<file path="src/logic/maccd_regs.svh">
// Offsets, fields, command codes and timing counts of the axis command decoder
// Behaviour
// - Codes 10h-17h clear output bit, pin low
// - Codes 18h-1Fh set output bit, pin high
// - Port 0/1 function 11b, polarity 0: low pulse
// - Port 0/1 function 11b, polarity 1: high pulse
// - One-shot pulse lasts 23 to 25 ms
// - Code 04h performs software reset
// - Codes 20h-23h clear the four counters
// - Code 24h asserts deviation clear output
// - Code 25h releases level-mode deviation clear
// - Code 26h cancels all staged continuous data
// - Code 27h cancels comparator-5 staged data only
// - Shift command advances all staged registers
// - Code 2Ch advances comparator-5 staged register
// - Code 4Fh commits staged data for override
// - Code 28h acts as position-change start input
// - Code 29h latches all four counters together
// - Indirect register access by read/write command codes
// - Read-only registers have no write codes
// - Writes go via second stage; first unreadable
`ifndef MACCD_REGS_SVH
`define MACCD_REGS_SVH
`define MACCD_ADDR_CMD     8'h00
`define MACCD_ADDR_CFG     8'h04
`define MACCD_ADDR_STATUS  8'h08
`define MACCD_CFG_RESET    32'h0000_0000
`define MACCD_CFG_P0FN     1:0
`define MACCD_CFG_P0POL    2
`define MACCD_CFG_P1FN     4:3
`define MACCD_CFG_P1POL    5
`define MACCD_CFG_DEVW     8:6
`define MACCD_FN_ONESHOT   2'h3
`define MACCD_DEVW_LEVEL   3'h7
`define MACCD_C_SOFT_RESET_CMD       8'h04
`define MACCD_C_CLR_LO     8'h10
`define MACCD_C_SET_LO     8'h18
`define MACCD_C_CNT_LO     8'h20
`define MACCD_C_DEV_ON     8'h24
`define MACCD_C_DEV_OFF    8'h25
`define MACCD_C_CAN_ALL    8'h26
`define MACCD_C_CAN_C5     8'h27
`define MACCD_C_PCS        8'h28
`define MACCD_C_LATCH      8'h29
`define MACCD_C_SHF_ALL    8'h2b
`define MACCD_C_SHF_C5     8'h2c
`define MACCD_C_EVT_CLR    8'h2d
`define MACCD_C_ERR_CLR    8'h2e
`define MACCD_C_COMMIT     8'h4f
`define MACCD_CLK_KHZ      50000
`define MACCD_OS_MIN_MS    23
`define MACCD_OS_MAX_MS    25
`define MACCD_OS_CYCLES    (`MACCD_OS_MIN_MS * `MACCD_CLK_KHZ)
`define MACCD_DEV_PULSE    16
`define MACCD_SOFT_RESET_CMD_WAIT    12
`endif

</file>
<file path="src/logic/maccd_pkg.sv">
// Types shared by the axis command decoder
`default_nettype none
package maccd_pkg;
   typedef struct packed {
      logic cancel_all;
      logic cancel_cmp5;
      logic shift_all;
      logic shift_cmp5;
      logic commit;
   } maccd_stage_t;
   typedef struct packed {
      logic       valid;
      logic       write;
      logic       second;
      logic [5:0] index;
   } maccd_access_t;
endpackage
`default_nettype wire

</file>
<file path="src/logic/maccd_top.sv">
// Axis control-command decoder with AXI4-Lite register access
`include "maccd_regs.svh"
`default_nettype none
module maccd_top
   import maccd_pkg::*;
#(
   parameter int unsigned ONESHOT_CYCLES = `MACCD_OS_CYCLES
) (
   input  wire logic        CORE_CLK,
   input  wire logic        RESET,
   input  wire logic [7:0]  S_AXI_AWADDR,
   input  wire logic        S_AXI_AWVALID,
   output logic             S_AXI_AWREADY,
   input  wire logic [31:0] S_AXI_WDATA,
   input  wire logic [3:0]  S_AXI_WSTRB,
   input  wire logic        S_AXI_WVALID,
   output logic             S_AXI_WREADY,
   output logic [1:0]       S_AXI_BRESP,
   output logic             S_AXI_BVALID,
   input  wire logic        S_AXI_BREADY,
   input  wire logic [7:0]  S_AXI_ARADDR,
   input  wire logic        S_AXI_ARVALID,
   output logic             S_AXI_ARREADY,
   output logic [31:0]      S_AXI_RDATA,
   output logic [1:0]       S_AXI_RRESP,
   output logic             S_AXI_RVALID,
   input  wire logic        S_AXI_RREADY,
   input  wire logic        POSITION_CHANGE_START_INPUT,
   input  wire logic        COUNTER_LATCH_INPUT,
   input  wire logic        EVENT_SET,
   input  wire logic        ERROR_SET,
   output logic [7:0]       GP_OUT,
   output logic             DEVIATION_CLEAR_OUTPUT,
   output logic [3:0]       COUNTER_CLEAR,
   output logic             COUNTER_LATCH,
   output logic             POSITION_CHANGE_START,
   output logic             SOFT_RESET,
   output maccd_stage_t     STAGE_CTRL,
   output maccd_access_t    REG_ACCESS
);
   localparam logic [20:0] OS_LAST  = 21'(ONESHOT_CYCLES - 1);
   localparam logic [4:0]  DEV_LAST = 5'(`MACCD_DEV_PULSE - 1);

   // AXI4-Lite slave: write taken when address and data are both offered
   logic        bvalid_q;
   logic [1:0]  bresp_q;
   logic        rvalid_q;
   logic [1:0]  rresp_q;
   logic [31:0] rdata_q;
   logic [31:0] cfg_q;
   logic [7:0]  last_cmd_q;

   wire wr_hs   = S_AXI_AWVALID & S_AXI_WVALID & ~bvalid_q;
   wire rd_hs   = S_AXI_ARVALID & ~rvalid_q;
   wire wa_cmd  = S_AXI_AWADDR == `MACCD_ADDR_CMD;
   wire wa_cfg  = S_AXI_AWADDR == `MACCD_ADDR_CFG;
   wire wa_ok   = wa_cmd | wa_cfg | (S_AXI_AWADDR == `MACCD_ADDR_STATUS);
   wire ra_cmd  = S_AXI_ARADDR == `MACCD_ADDR_CMD;
   wire ra_cfg  = S_AXI_ARADDR == `MACCD_ADDR_CFG;
   wire ra_sts  = S_AXI_ARADDR == `MACCD_ADDR_STATUS;
   wire fire    = wr_hs & wa_cmd & S_AXI_WSTRB[0];
   wire [7:0] cmd = S_AXI_WDATA[7:0];

   assign S_AXI_AWREADY = wr_hs;
   assign S_AXI_WREADY  = wr_hs;
   assign S_AXI_BVALID  = bvalid_q;
   assign S_AXI_BRESP   = bresp_q;
   assign S_AXI_ARREADY = rd_hs;
   assign S_AXI_RVALID  = rvalid_q;
   assign S_AXI_RRESP   = rresp_q;
   assign S_AXI_RDATA   = rdata_q;

   always_ff @(posedge CORE_CLK) begin
      if (RESET) begin
         bvalid_q <= 1'b0;
         bresp_q  <= 2'h0;
      end else if (wr_hs) begin
         bvalid_q <= 1'b1;
         bresp_q  <= wa_ok ? 2'h0 : 2'h2;
      end else if (S_AXI_BREADY) begin
         bvalid_q <= 1'b0;
      end
   end

   // Command decode; each group is a named wire
   wire c_soft_reset_cmd    = fire & (cmd == `MACCD_C_SOFT_RESET_CMD);
   wire c_clr     = fire & (cmd[7:3] == 5'(`MACCD_C_CLR_LO >> 3));
   wire c_set     = fire & (cmd[7:3] == 5'(`MACCD_C_SET_LO >> 3));
   wire c_cnt     = fire & (cmd[7:2] == 6'(`MACCD_C_CNT_LO >> 2));
   wire c_dev_on  = fire & (cmd == `MACCD_C_DEV_ON);
   wire c_dev_off = fire & (cmd == `MACCD_C_DEV_OFF);
   wire c_can_all = fire & (cmd == `MACCD_C_CAN_ALL);
   wire c_can_c5  = fire & (cmd == `MACCD_C_CAN_C5);
   wire c_pcs     = fire & (cmd == `MACCD_C_PCS);
   wire c_latch   = fire & (cmd == `MACCD_C_LATCH);
   wire c_shf_all = fire & (cmd == `MACCD_C_SHF_ALL);
   wire c_shf_c5  = fire & (cmd == `MACCD_C_SHF_C5);
   wire c_evt_clr = fire & (cmd == `MACCD_C_EVT_CLR);
   wire c_err_clr = fire & (cmd == `MACCD_C_ERR_CLR);
   wire c_commit  = fire & (cmd == `MACCD_C_COMMIT);
   wire [2:0] bit_n = cmd[2:0];

   // Indirect access codes; read-only registers have no write code
   wire rd_main = (cmd >= 8'hd0 && cmd <= 8'hf6) || cmd == 8'hfc || cmd == 8'hfd || cmd == 8'hff;
   wire rd_sec  = cmd >= 8'hc0 && cmd <= 8'hcc;
   wire wr_main = (cmd >= 8'h90 && cmd <= 8'hac) || cmd == 8'hb2 || cmd == 8'hb3 || cmd == 8'hbc;
   wire wr_sec  = cmd >= 8'h80 && cmd <= 8'h8c;
   wire acc_hit = fire & (rd_main | rd_sec | wr_main | wr_sec);

   // Soft reset re-initialises all command state but not the bus handshake
   logic soft_reset_cmd_q;
   wire  init = RESET | soft_reset_cmd_q;

   logic [7:0]  gp_q;
   logic [1:0]  os_act_q;
   logic [20:0] os_cnt_q [2];
   logic        dev_q;
   logic [4:0]  dev_cnt_q;
   logic        evt_q;
   logic        err_q;
   logic        armed_q;
   logic [3:0]  cnt_clr_q;
   logic        latch_q;
   logic        pcs_q;
   maccd_stage_t  stage_q;
   maccd_access_t acc_q;

   wire [2:0] devw  = cfg_q[`MACCD_CFG_DEVW];
   wire [1:0] os_fn [2];
   wire [1:0] os_pol;
   assign os_fn[0]  = cfg_q[`MACCD_CFG_P0FN];
   assign os_fn[1]  = cfg_q[`MACCD_CFG_P1FN];
   assign os_pol[0] = cfg_q[`MACCD_CFG_P0POL];
   assign os_pol[1] = cfg_q[`MACCD_CFG_P1POL];

   always_ff @(posedge CORE_CLK) begin
      if (RESET) begin
         soft_reset_cmd_q <= 1'b0;
      end else begin
         soft_reset_cmd_q <= c_soft_reset_cmd;
      end
   end

   always_ff @(posedge CORE_CLK) begin
      if (init) begin
         gp_q <= 8'h00;
      end else if (c_clr) begin
         gp_q[bit_n] <= 1'b0;
      end else if (c_set) begin
         gp_q[bit_n] <= 1'b1;
      end
   end

   // One-shot timers for ports 0 and 1
   genvar g;
   generate
      for (g = 0; g < 2; g++) begin : g_os
         wire os_mode = os_fn[g] == `MACCD_FN_ONESHOT;
         wire os_trig = os_mode & (bit_n == 3'(g)) &
                        ((c_clr & ~os_pol[g]) | (c_set & os_pol[g]));
         always_ff @(posedge CORE_CLK) begin
            if (init) begin
               os_act_q[g] <= 1'b0;
               os_cnt_q[g] <= 21'h0;
            end else if (os_trig) begin
               os_act_q[g] <= 1'b1;
               os_cnt_q[g] <= 21'h0;
            end else if (os_act_q[g]) begin
               os_cnt_q[g] <= os_cnt_q[g] + 21'h1;
               os_act_q[g] <= os_cnt_q[g] != OS_LAST;
            end
         end
         assign GP_OUT[g] = os_mode ? (os_act_q[g] ? os_pol[g] : ~os_pol[g]) : gp_q[g];
      end
   endgenerate
   assign GP_OUT[7:2] = gp_q[7:2];

   // Deviation clear: level until released in level mode, fixed pulse otherwise
   wire dev_level = devw == `MACCD_DEVW_LEVEL;
   always_ff @(posedge CORE_CLK) begin
      if (init) begin
         dev_q     <= 1'b0;
         dev_cnt_q <= 5'h0;
      end else if (c_dev_on) begin
         dev_q     <= 1'b1;
         dev_cnt_q <= 5'h0;
      end else if (c_dev_off & dev_level) begin
         dev_q     <= 1'b0;
      end else if (dev_q & ~dev_level) begin
         dev_cnt_q <= dev_cnt_q + 5'h1;
         dev_q     <= dev_cnt_q != DEV_LAST;
      end
   end
   assign DEVIATION_CLEAR_OUTPUT = dev_q;

   // Interrupt flags: a hardware set wins over a clear in the same cycle
   always_ff @(posedge CORE_CLK) begin
      if (init) begin
         evt_q <= 1'b0;
         err_q <= 1'b0;
      end else begin
         evt_q <= EVENT_SET | (evt_q & ~c_evt_clr);
         err_q <= ERROR_SET | (err_q & ~c_err_clr);
      end
   end

   // Registered one-cycle strobes to the counter and staging logic
   always_ff @(posedge CORE_CLK) begin
      if (init) begin
         cnt_clr_q <= 4'h0;
         latch_q   <= 1'b0;
         pcs_q     <= 1'b0;
         stage_q   <= '0;
         acc_q     <= '0;
         armed_q   <= 1'b0;
      end else begin
         cnt_clr_q <= c_cnt ? 4'h1 << cmd[1:0] : 4'h0;
         latch_q   <= c_latch | COUNTER_LATCH_INPUT;
         pcs_q     <= c_pcs | POSITION_CHANGE_START_INPUT;
         stage_q.cancel_all  <= c_can_all;
         stage_q.cancel_cmp5 <= c_can_c5;
         stage_q.shift_all   <= c_shf_all;
         stage_q.shift_cmp5  <= c_shf_c5;
         stage_q.commit      <= c_commit;
         armed_q   <= c_commit | (armed_q & ~c_can_all);
         acc_q.valid  <= acc_hit;
         acc_q.write  <= wr_main | wr_sec;
         acc_q.second <= rd_sec | wr_sec;
         acc_q.index  <= cmd[5:0];
      end
   end
   assign COUNTER_CLEAR         = cnt_clr_q;
   assign COUNTER_LATCH         = latch_q;
   assign POSITION_CHANGE_START = pcs_q;
   assign STAGE_CTRL            = stage_q;
   assign REG_ACCESS            = acc_q;
   assign SOFT_RESET            = soft_reset_cmd_q;

   // Configuration and last command registers
   always_ff @(posedge CORE_CLK) begin
      if (init) begin
         cfg_q      <= `MACCD_CFG_RESET;
         last_cmd_q <= 8'h00;
      end else begin
         if (wr_hs & wa_cfg) begin
            cfg_q[8:0] <= S_AXI_WDATA[8:0];
         end
         if (fire & (acc_hit | c_soft_reset_cmd | c_clr | c_set | c_cnt | c_dev_on | c_dev_off |
                     c_can_all | c_can_c5 | c_pcs | c_latch | c_shf_all | c_shf_c5 |
                     c_evt_clr | c_err_clr | c_commit)) begin
            last_cmd_q <= cmd;
         end
      end
   end

   wire [31:0] status = {18'h0, armed_q, err_q, evt_q, dev_q, 2'h0, GP_OUT};
   always_ff @(posedge CORE_CLK) begin
      if (RESET) begin
         rvalid_q <= 1'b0;
         rresp_q  <= 2'h0;
         rdata_q  <= 32'h0;
      end else if (rd_hs) begin
         rvalid_q <= 1'b1;
         rresp_q  <= (ra_cmd | ra_cfg | ra_sts) ? 2'h0 : 2'h2;
         rdata_q  <= ra_cmd ? {24'h0, last_cmd_q} :
                     ra_cfg ? {23'h0, cfg_q[8:0]} : ra_sts ? status : 32'h0;
      end else if (S_AXI_RREADY) begin
         rvalid_q <= 1'b0;
      end
   end
endmodule
`default_nettype wire

</file>
<file path="config.mk">
export PLATFORM = sky130hd
export DESIGN_NAME = maccd_top
export DESIGN_NICKNAME = d
export VERILOG_FILES = /design/src/logic/maccd_pkg.sv /design/src/logic/maccd_top.sv
export VERILOG_INCLUDE_DIRS = /design/src /design/src/logic
export SDC_FILE = /design/constraint.sdc
export NUM_CORES = 1
export LEC_CHECK = 0
export BUFFER_PORTS_ARGS = -buffer_cell sky130_fd_sc_hd__buf_2
export CAP_MARGIN = 10
export CORE_MARGIN = 2
export CORE_UTILIZATION = 58
export CTS_CLUSTER_SIZE = 12
export DETAILED_ROUTE_END_ITERATION = 6
export PLACE_DENSITY_LB_ADDON = 0.2
export SLEW_MARGIN = 20
export SYNTH_ARGS = -nofsm -noshare
export SYNTH_HDL_FRONTEND = slang
export SYNTH_SLANG_ARGS = --single-unit
export TNS_END_PERCENT = 30
</file>
<file path="constraint.sdc">
create_clock -name CORE_CLK -period 4 [get_ports CORE_CLK]
set_clock_uncertainty 0.2 [all_clocks]
set_input_delay 0.2 -clock CORE_CLK [delete_from_list [all_inputs] [get_ports CORE_CLK]]
set_output_delay 0.2 -clock CORE_CLK [all_outputs]
set_load 0.01 [all_outputs]
</file>
== Yosys cells after proc, flatten, opt, wreduce, memory -nomap -nowiden ==
Memory sizes are Yosys's and may differ from the RTL's.
Cells that the tools add are included.
Storage, ports and cells
  bits in registers: 95
  bits in writable memories: 42
  input bits: 63
  memories: 1
Memory list
  os_cnt_q: depth 2, bits a word 21, rd ports 2, clocked after Yosys merged registers in 0, write ports 2, RTL line maccd_top.sv:116  | logic [20:0] os_cnt_q [2];
Operators by class
  $add $sub $neg: 3
  order comparisons: 10
  equality and inequality tests: 32
  shift operators: 1
  mux-type cells: 44
  bitwise gates (word level): 85
  reductions and logical operators: 21
Operators by type and width (count)
  21-bit 2-to-1 mux: 4
  8-bit by 6-bit == test with 1-bit output (second input constant): 10
  8-bit == test (second input constant): 6
  21-bit by 1-bit adder with 21-bit output (second input constant): 2
  14-bit 2-to-1 mux: 3
  21-bit != test (second input constant): 2
  1-bit bitwise AND: 36
  1-bit OR: 36
  8-bit greater-or-equal comparator (second input constant): 4
  8-bit <= comparator (second input constant): 4
  1-bit 2-to-1 mux: 32
  8-bit by 3-bit == test with 1-bit output (second input constant): 3
  8-bit by 4-bit == test with 1-bit output (second input constant): 2
  8-bit zero test: 2
  8-bit 2-to-1 mux: 2
  5-bit by 2-bit == test with 1-bit output (second input constant): 2
  1-bit inverter: 10
  8-bit bitwise AND: 1
  8-bit by 7-bit == test with 1-bit output (second input constant): 1
  8-bit inverter: 1
  8-bit OR: 1
  6-bit by 4-bit == test with 1-bit output (second input constant): 1
  1-bit logical OR: 6
  2-bit nonzero test: 3
  other kinds (15): 22

== Longest topological paths before layout ==
Gate-level depths: netlist (run 1).
  depth in word-level cells: 25
  depth in mapped cells: 8
  gate-level depth less buffers: 7

== Worst setup path after synthesis (run 1) ==
No wires, ideal clock.
  path type: flip-flop to flip-flop
  start point: reg bvalid_q (netlist: S_AXI_BVALID)
  end point: reg last_cmd_q[1]
  library setup time: 0.117 ns
  arrival: 2.093 ns
  data required time: 3.683 ns
  slack: 1.590 ns
  stages on the path, launching flop included: 8
  path buffers: 1
  cell sequence: dfxtp_1 > and4bb_2 > nand4_2 > or3b_4 > o221a_1 > a31o_1 > buf_6 > a32o_1
On the way
  cells in the longest elaborated chain, start to end: 21
  elaborated cells on any way between the ends: 36
  those cells by class: bitwise (36)
RTL lines
  from (decl): RTL line maccd_top.sv:45  | logic bvalid_q;
  from (signal assigned): RTL line maccd_top.sv:75  | bvalid_q <= 1'b0;
  from (signal assigned): RTL line maccd_top.sv:78  | bvalid_q <= 1'b1;
  from (signal assigned): RTL line maccd_top.sv:81  | bvalid_q <= 1'b0;
  1-bit inverter (*): RTL line maccd_top.sv:53  | wire wr_hs = S_AXI_AWVALID & S_AXI_WVALID & ~bvalid_q;
  1-bit bitwise AND (*): RTL line maccd_top.sv:53
  1-bit bitwise AND (*) (2 in a row): RTL line maccd_top.sv:61  | wire fire = wr_hs & wa_cmd & S_AXI_WSTRB[0];
  1-bit bitwise AND (on tied branches): RTL line maccd_top.sv:108, maccd_top.sv:86
  1-bit OR (7 in a row): RTL line maccd_top.sv:248  | if (fire & (acc_hit | c_soft_reset_cmd | c_clr | c_set | c_cnt | c_dev_on | c_dev_off |
  1-bit OR (6 in a row): RTL line maccd_top.sv:249  | c_can_all | c_can_c5 | c_pcs | c_latch | c_shf_all | c_shf_c5 |
  1-bit OR (2 in a row): RTL line maccd_top.sv:250  | c_evt_clr | c_err_clr | c_commit)) begin
  1-bit bitwise AND (*): RTL line maccd_top.sv:248
  to (signal assigned): RTL line maccd_top.sv:251  | last_cmd_q <= cmd;
  to (decl): RTL line maccd_top.sv:51  | logic [7:0] last_cmd_q;
Mark *: on every way between the ends. The rest lies on a longest branch, timed or not.
A chain may end at the register's enable or synchronous reset.

== Worst setup path in the final report (run 1) ==
  start point: in RESET
  end point: reg cnt_clr_q[2] (netlist: COUNTER_CLEAR[2])
On the way
  cells in the longest elaborated chain, start to end: 2
RTL lines
  from (decl): RTL line maccd_top.sv:10  | input wire logic RESET,
  1-bit OR: RTL line maccd_top.sv:112  | wire init = RESET | soft_reset_cmd_q;
  2-bit OR reduction (no line)
  to (signal assigned): RTL line maccd_top.sv:217  | cnt_clr_q <= c_cnt ? 4'h1 << cmd[1:0] : 4'h0;
  to (decl): RTL line maccd_top.sv:122  | logic [3:0] cnt_clr_q;
Every way passes these cells.

==> flow_summary.ini, run 1 <==
[grt]
overflow = 0
grt_pass1_vias = 4677
grt_usage = 0.2741
antenna_found_initial = 0
grt_max_degree = 28
grt_pass1_wl_um = 22200

[die]
rows = 35
num_io_pins = 134
die_w_um = 102.0
core_region_area_um2 = 9284
die_area_um2 = 10410
initial_utilization = 0.6005
die_h_um = 102.0

[worst_setup_path]
reg2reg_depth = 7
critPathArrivalTime_ns = 3.37
worst_setup_path_end_kind = register
max_stage_delay_ns = 0.69
worstSetupPathType = in -> reg
crit_path_start_kind = primary input
critPathMostFrequentCell = dlygate4sd3_1
critical_path_required_ns = 4.25
path_max_fanout = 20
r2r-end = COUNTER_CLEAR[2]
cp_cell_sequence = dlygate4sd3_1, buf_2, nor2_1, buf_4, nand2_1, or3_1, nor3b_1, dlygate4sd3_1
critical_path.slowest_cell = nor2_1
r2r-start = S_AXI_BVALID
reg2reg_slack_ns = 0.99

[synthesis]
synth_seq_area_share = 0.4919
synth_cell_types = 53
synth-seq-cells = 116
async_reset_ff_frac = 0
ys_warn_count = 0
synth_edf_count = 42
netlist_area_um2 = 5575
synthFlopType = dfxtp_1
netlist_instances = 609
synth.avg_cell_area_um2 = 9.155

[routing]
routedWlPerCell_um = 16.29
routed_via_density = 5.702
drt_iter0_drc = 288
ant_nets = 0
drc = 0
routed-via-count = 4858
drtPass1Iterations = 6
wl_um = 13880

[layout]
post-route-util = 0.7375
nNetsFinal = 778
area_growth_pct = 22.80
diodes = 0
layout_commonest_cell = nor2_1
fin_cells = 852
drive_above_1_share = 0.1729
final_cell_mix = 102 x nor2_1, 86 x buf_2, 74 x dfxtp_1, 63 x nand2_1, 42 x edfxtp_1
design_area_um2 = 6847

[timing]
slew_headroom = 0.2643
setup_viol = 0
fin_crit_sh = 0.7794
max_freq_ghz = 0.3208
finalCriticalPeriod_ns = 3.118
hold_slack_ns = 0.07207
maxSlewViolCount = 0
setup_tns_ns = 0
finalHoldViolCount = 0
rsz0062_at_grt = false
tightest_slew_ns = 1.101

[job]
cap_violations = 0

[worst_hold_path]
holdPathEnd = S_AXI_RDATA[8]
min_path_type = in -> reg
hold_depth = 4
hold_start = S_AXI_ARVALID

[outcome]
status = finished, final reports clean

[cts]
cts_buffer_depth = 2
clkTransAtPathRegs_ns = 0.05
cts_sinks = 116
cts_inserted_buffers = 17
clock-root-buffer = clkbuf_8
htreeDepth = 4
post-cts-setup-buffer-count = 0
clock_latency_ns = 0.51
cts_tree = yes

[power_and_ir_drop]
powerDensity_nw_per_um2 = 435.9
peakVddDrop_mv = 0.2808
leakagePower_uw = 0.002796

[place]
io_buffers = 86
place_congestion = 0.8861
hpwl_um = 8770
dpl_cell_area_um2 = 5931
dp_cells = 790
==> Yosys cell counts (all sizes together), types with 3 or more instances <==
library cell	count	area, um^2
inv	16	60.06
nand2b	6	37.54
or3	6	40.03
nand3	31	155.2
nor3	15	75.07
nor2	102	382.9
or2	3	18.77
nand2	63	236.5
dfxtp	74	1481
a21oi	27	135.1
and4	3	26.28
ha	4	50.05
edfxtp	42	1261
clkbuf	23	86.33
xor2	28	245.2
nand4	17	112.6
xnor2	18	157.7
nor2b	5	31.28
nand3b	3	22.52
o21ai	8	40.04
nor4	12	90.09
a221oi	7	61.31
nor4b	4	50.05
and3	9	56.30
a22oi	6	45.04
or4	3	22.52
mux2i	11	110.1
buf	32	232.7
nor3b	6	45.04
and2	3	18.77
==> critical path: cells and delay by family <==
kind	cells	cell delay, ns
buf+inv	4	1.70
simple gates	4	1.48
==> routing by layer <==
metal / wire [um] / up-vias / GRT usage
li1: - / 2285 / -
met1: 5448 / 2309 / 0.3215
met2: 7125 / 221 / 0.4752
met3: 902 / 43 / 0.06498
met4: 405 / 0 / 0.1282
met5: 0 / - / 0
==> power breakdown <==
group / internal (uW) / switching, uW / total, uW
Clock: 1010 / 498 / 1510
Sequential: 1250 / 25.7 / 1280
Combinational: 77.2 / 118 / 195
Total: 2340 / 642 / 2980
==> registers in the layout, summed over array words and instances (netlist names), 2 cells and up, named ones only <==
register / flops
COUNTER_CLEAR: 4
REG_ACCESS: 9
STAGE_CTRL: 5
S_AXI_RDATA: 13
cfg_q: 9
dev_cnt_q: 5
last_cmd_q: 8
os_act_q: 2
os_cnt_q: 42
==> final cells by class <==
type | instances | area, um^2
sequential | 116 | 2743
clock inverter | 1 | 30.03
fill | 680 | 2437
timing repair buffer | 118 | 748.2
inverter | 16 | 60.06
multi-input combinational | 442 | 2529
clock buffer | 30 | 575.6
tap | 129 | 161.4
==> how the worst max path moves through the flow <==
stage                                  end  slack [ns]  cells after the start             from
after global placement     os_cnt_q[0][12]        1.23                      6  S_AXI_AWADDR[1]
final                     COUNTER_CLEAR[2]        0.88                      8            RESET
after detailed placement   os_cnt_q[1][11]        1.16                      6   S_AXI_WDATA[6]
after global routing      COUNTER_CLEAR[2]        0.76                      8            RESET
after CTS                 COUNTER_CLEAR[2]        0.98                      8            RESET
after floorplan              last_cmd_q[1]        1.59                      7     S_AXI_BVALID
==> stage by stage <==
step | setup WS [ns] | total power, uW
after floorplan | 1.590 | 1419
after global placement | 1.233 | 1463
after detailed placement | 1.163 | 1468
after CTS | 0.9764 | 2986
after global routing | 0.7619 | 3069
final | 0.8825 | 2985
==> kinds of logic after synthesis <==
logic type      Yosys count  share of synthesized area
simple gates            296                     0.2644
flops                   116                     0.4919
buf+inv                  71                    0.06800
compound gates           64                    0.07406
xor+xnor                 46                    0.07226
mux                      11                    0.01975
fa+ha+maj                 4                   0.008977
other cells               1                  0.0006726
==> what timing repair did <==
| action | CTS | global route |
|---|---|---|
| hold buffers | 31 | 0 |
| resized for setup | 0 | 0 |
| endpoints found under the hold margin | 58 | 0 |
Note: power is estimated with default switching activity, not from simulation.
==> run 2, diff against run 1 <==
ABC_AREA = 1   (was unset)
CORE_UTILIZATION = 54   (was 58)
clock period = 3.1 ns   (was 4 ns; I/O delays follow)
==> run 2 against run 1 <==
Effect of this change:
- cell count grew 19%
- non-clock buffer count grew 17
- clock power grew 31%
- global-route usage shrank 1.5 points
==> flow_summary.ini, run 2 <==
[synthesis]
synthFlopType = dfxtp_1
ys_warn_count = 0
synth-seq-cells = 116
netlist_instances = 733
synth_seq_area_share = 0.4677
synth_edf_count = 42
netlist_area_um2 = 5864
synth_top_cell_area_share = 0.2526
yosysTopAreaCell = dfxtp_1
synth_cell_types = 42
yosysMostFrequentCell = nor2_1
async_reset_ff_frac = 0
synth.top_cells.by_area = dfxtp_1 25%, edfxtp_1 22%, nor2_1 7.6%
synth.avg_cell_area_um2 = 8.001
synth_common_cells = 118 x nor2_1, 116 x nand2_1, 74 x dfxtp_1

[grt]
grt_usage = 0.2590
use_met2 = 0.4519
grt_max_degree = 26
grt_pass1_wl_um = 23780
grt_pass1_vias = 5242
grt.met1_usage = 0.2946
overflow = 0
grt_use_met3 = 0.06148
grt_busiest_layer = met2
antenna_found_initial = 0

[timing]
finalHoldViolCount = 0
fin_ws_ns = 0.2643
rsz0062_at_grt = false
tightest_slew_ns = 0.6591
setup_tns_ns = 0
max_freq_ghz = 0.3526
finalCriticalPeriod_ns = 2.836
maxSlewViolCount = 0
slew_headroom = 0.5559
setup_viol = 0
fin_crit_sh = 0.9147

[worst_setup_path]
worstSetupPathType = in -> reg
crit_path_start_kind = primary input
critical_path_required_ns = 3.15
path_max_fanout = 21
worst_setup_path_end_kind = register
critPathArrivalTime_ns = 2.89

[power_and_ir_drop]
peakVddDrop_mv = 0.4555
totalPowerFinal_uw = 3913
leakagePower_uw = 0.003169
powerDensity_nw_per_um2 = 536.2

[cts]
cts_buffer_depth = 2
clkTransAtPathRegs_ns = 0.06
cts_sinks = 116
clock_latency_ns = 0.52
clock-root-buffer = clkbuf_8
post-cts-setup-buffer-count = 0
cts_inserted_buffers = 17
cts_tree = yes
htreeDepth = 4

[place]
dpl_worst_slack_ns = 0.6492
dpl_cell_area_um2 = 6294
io_buffers = 86
hpwl_um = 9933
place_congestion = 0.9242

[die]
core_region_area_um2 = 10700
die_w_um = 108.2
die_h_um = 108.2
rows = 38
initial_utilization = 0.5482
num_io_pins = 134
die_area_um2 = 11710

[routing]
routed-via-count = 5404
routedWlPerCell_um = 14.56
drt_iter0_drc = 394
routed_via_density = 5.340
drtPass1Iterations = 5
ant_nets = 0
drc = 0
wl_um = 14730

[worst_hold_path]
min_path_type = in -> reg

[layout]
design_area_um2 = 7297
drive_above_1_share = 0.1904
layout_commonest_cell = nor2_1
area_growth_pct = 24.43
final_cell_mix = 118 x nor2_1, 116 x nand2_1, 86 x buf_2, 74 x dfxtp_1, 71 x inv_1
top_register = os_cnt_q
nNetsFinal = 926
largest_reg_flops = 42
diodes = 0

[job]
cap_violations = 0

[outcome]
status = finished, final reports clean
[run 2: final timing paths]
check / from / endpoint / slack [ns] / depth (start not counted)
worst min-delay path: S_AXI_ARADDR[4] / S_AXI_RDATA[6] / 0.03 / 7
worst min register to register: dev_cnt_q[4] / dev_cnt_q[4] / 0.27 / 2
worst max-delay path: S_AXI_AWADDR[0] / os_cnt_q[1][0] / 0.26 / 14
worst max register to register: S_AXI_BVALID / S_AXI_BVALID / 0.43 / 8
[run 2: cell type report]
cell class                 instances  area (um^2)
timing repair buffer             135        895.9
fill                             875         3401
clock buffer                      19        464.2
clock inverter                    13        143.9
tap                              140        175.2
inverter                          83        311.5
multi-input combinational        506         2564
sequential                       116         2743
[run 2: worst max-delay path, cell delays in order]
cell,delay [ns]
dlygate4sd3_1,0.53
buf_2,0.12
nor2_1,0.08
dlygate4sd3_1,0.58
nand2_1,0.07
nor2_2,0.13
nand2_2,0.13
inv_2,0.08
nand3_1,0.20
nand2_1,0.12
nand3_1,0.15
nand3_2,0.22
nand3_1,0.10
buf_4,0.24
[run 2: report_power, final]
group          total [uW]  internal (uW)  switching (uW)
combinational         288            106             182
sequential           1640           1610            29.2
clock                1980           1250             734
total                3910           2970             945
[run 2: repair_timing]
item / CTS / global route
endpoints found under the hold margin: 60 / 0
setup endpoints to repair: 0 / 31
hold buffers: 39 / 0
gates resized for setup: 0 / 1
[run 2: cells by family (layout without fill, tap and decap cells)]
family | count (synthesis) | in the layout | share of synthesized area
flops | 116 | 116 | 0.4677
fa+ha+maj | 4 | 4 | 0.008535
other cells | 1 | 21 | 0.0006395
simple gates | 352 | 352 | 0.2742
buf+inv | 131 | 250 | 0.1088
xor+xnor | 24 | 24 | 0.03585
compound gates | 105 | 105 | 0.1043
[run 2: per-stage QoR]
step | instances | hold slack (ns) | util
final | 1012 | 0.03278 | 0.6821
after global routing | 1012 | 0.06870 | 0.6821
after CTS | 1012 | 0.01385 | 0.6816
after detailed placement | 941 | 0.1721 | 0.5883
after global placement | 941 | 0.1738 | 0.5883
after floorplan | 753 | 0.07243 | -
[run 2: layer usage]
layer,share of wire,vias to the layer above
met2,0.50,209
met3,0.062,58
li1,-,2648
met4,0.041,0
met1,0.40,2489
met5,0,-
==> run 3, diff against run 2 <==
SETUP_SLACK_MARGIN = 0.3   (was unset)
==> run 3 against run 2 <==
Effect of this change:
- routed wire length is 1.2% lower
- via count rose by 0.13%
- largest cell class unchanged
- flip-flop and latch count unchanged
- sequential power about the same
- fmax is 7.3% higher
- register-to-register slack improved by 0.21 ns
- die area stayed put
- non-clock buffer count fell by 2
- highest routed layer unchanged
==> flow_summary.ini, run 3 (synthesis gave the netlist of run 2 again) <==
[layout]
nNetsFinal = 924
layout_commonest_cell = nor2_1
multi_input_area_um2 = 2559
area_growth_pct = 24.00
largest_reg_flops = 42
top_register = os_cnt_q
diodes = 0
design_area_um2 = 7272
final_cell_mix = 118 x nor2_1, 116 x nand2_1, 86 x buf_2, 74 x dfxtp_1, 71 x inv_1
fill_cells = 876
seqCellArea_um2 = 2743
fin_cells = 1010
drive_above_1_share = 0.1897

[cts]
htreeDepth = 4
cts_buffer_depth = 2
clock-root-buffer = clkbuf_8
clkTransAtPathRegs_ns = 0.06
cts_tree = yes
clock_latency_ns = 0.52
cts_sinks = 116
cts_inserted_buffers = 17

[worst_setup_path]
cp_top_family = buffers and inverters
worstSetupPathType = in -> reg
path_max_fanout = 7
critical_path.slowest_cell = dlygate4sd3_1
crit_path_start_kind = primary input
critPathArrivalTime_ns = 2.90
worst_setup_path_end_kind = register
cp_cell_sequence = dlygate4sd3_1, buf_2, nor2_1, nand3_1, dlygate4sd3_1, nor4_1, dlygate4sd3_1
path_buf_inv = 4
critical_path_required_ns = 3.36
critPathMostFrequentCell = dlygate4sd3_1
max_stage_delay_ns = 0.63

[timing]
finalCriticalPeriod_ns = 2.642
max_freq_ghz = 0.3785
setup_tns_ns = 0
rsz0062_at_grt = false
tightest_slew_ns = 0.6629
finalHoldViolCount = 0
setup_viol = 0
maxSlewViolCount = 0
fin_crit_sh = 0.8523
slew_headroom = 0.5534

[grt]
antenna_found_initial = 0
grt_usage = 0.2576
grt_max_degree = 26
overflow = 0
grt_pass1_vias = 5229
grt_pass1_wl_um = 23650

[power_and_ir_drop]
leakagePower_uw = 0.003163
powerDensity_nw_per_um2 = 537.7
totalPowerFinal_uw = 3910
peakVddDrop_mv = 0.4533

[place]
dpl_cell_area_um2 = 6294
place_congestion = 0.9242
io_buffers = 86
hpwl_um = 9933
dp_cells = 941

[routing]
routed_via_density = 5.357
drc = 0
ant_nets = 0
drtPass1Iterations = 6
routedWlPerCell_um = 14.41
drt_iter0_drc = 373
wl_um = 14560
routed-via-count = 5411

[die]
num_io_pins = 134
rows = 38
die_h_um = 108.2
die_w_um = 108.2
initial_utilization = 0.5482
core_region_area_um2 = 10700
die_area_um2 = 11710

[outcome]
status = finished, final reports clean

[job]
cap_violations = 0

[worst_hold_path]
min_path_type = in -> reg
run 3: cell count changes in the layout (fill, tap and decap cells not counted), sizes merged:
cell	delta
dlygate4sd3	-2
run 3: per-layer routing:
layer | track usage | share of wire | vias to the layer above
met5 | 0 | 0 | -
met4 | 0.1355 | 0.036 | 0
met3 | 0.06088 | 0.064 | 51
met2 | 0.4474 | 0.51 | 221
met1 | 0.2938 | 0.39 | 2501
li1 | - | - | 2638
run 3: final cells by class:
cell class / instances / share of cell area
clock inverter: 13 / 0.01979
sequential: 116 / 0.3772
clock buffer: 19 / 0.06383
multi-input combinational: 506 / 0.3519
tap: 140 / 0.02409
inverter: 83 / 0.04284
timing repair buffer: 133 / 0.1204
run 3: worst paths after layout:
kind / start / endpoint / slack (ns) / cells after the start
worst max-delay path: S_AXI_WDATA[4] / STAGE_CTRL[0] / 0.46 / 7
worst min-delay path: S_AXI_ARADDR[5] / S_AXI_RDATA[6] / 0.03 / 7
worst max register to register: S_AXI_BVALID / os_cnt_q[1][0] / 0.64 / 11
worst min register to register: dev_cnt_q[4] / dev_cnt_q[4] / 0.27 / 2
run 3: worst min-delay path, stage by stage:
cell	delay, ns
buf_2	0.07
nor2_1	0.03
nand2_1	0.15
nor4_4	0.09
nand2_1	0.07
o2111ai_1	0.10
inv_1	0.05
run 3: repair_timing:
action,in CTS,in global routing
gates resized for setup,0,0
hold buffers,37,0
buffers inserted,0,0
endpoints found under the setup margin,0,0
endpoints found under the hold margin,60,0
run 3: per-stage QoR:
step,hold WS (ns),setup slack (ns),util
3_5_place_dp,0.1721,0.6492,0.5883
6_report,0.03157,0.4578,0.6798
5_1_grt,0.06870,0.3387,0.6798
4_1_cts,0.01385,0.5024,0.6798
2_1_floorplan,0.07243,0.5515,-
3_3_place_gp,0.1738,0.7237,0.5883
run 3: power by group:
group	leakage (uW)	internal [uW]	switching [uW]	total, uW
Sequential	0.00103	1610	29.1	1640
Clock	0.000296	1250	735	1980
Combinational	0.00183	104	180	284
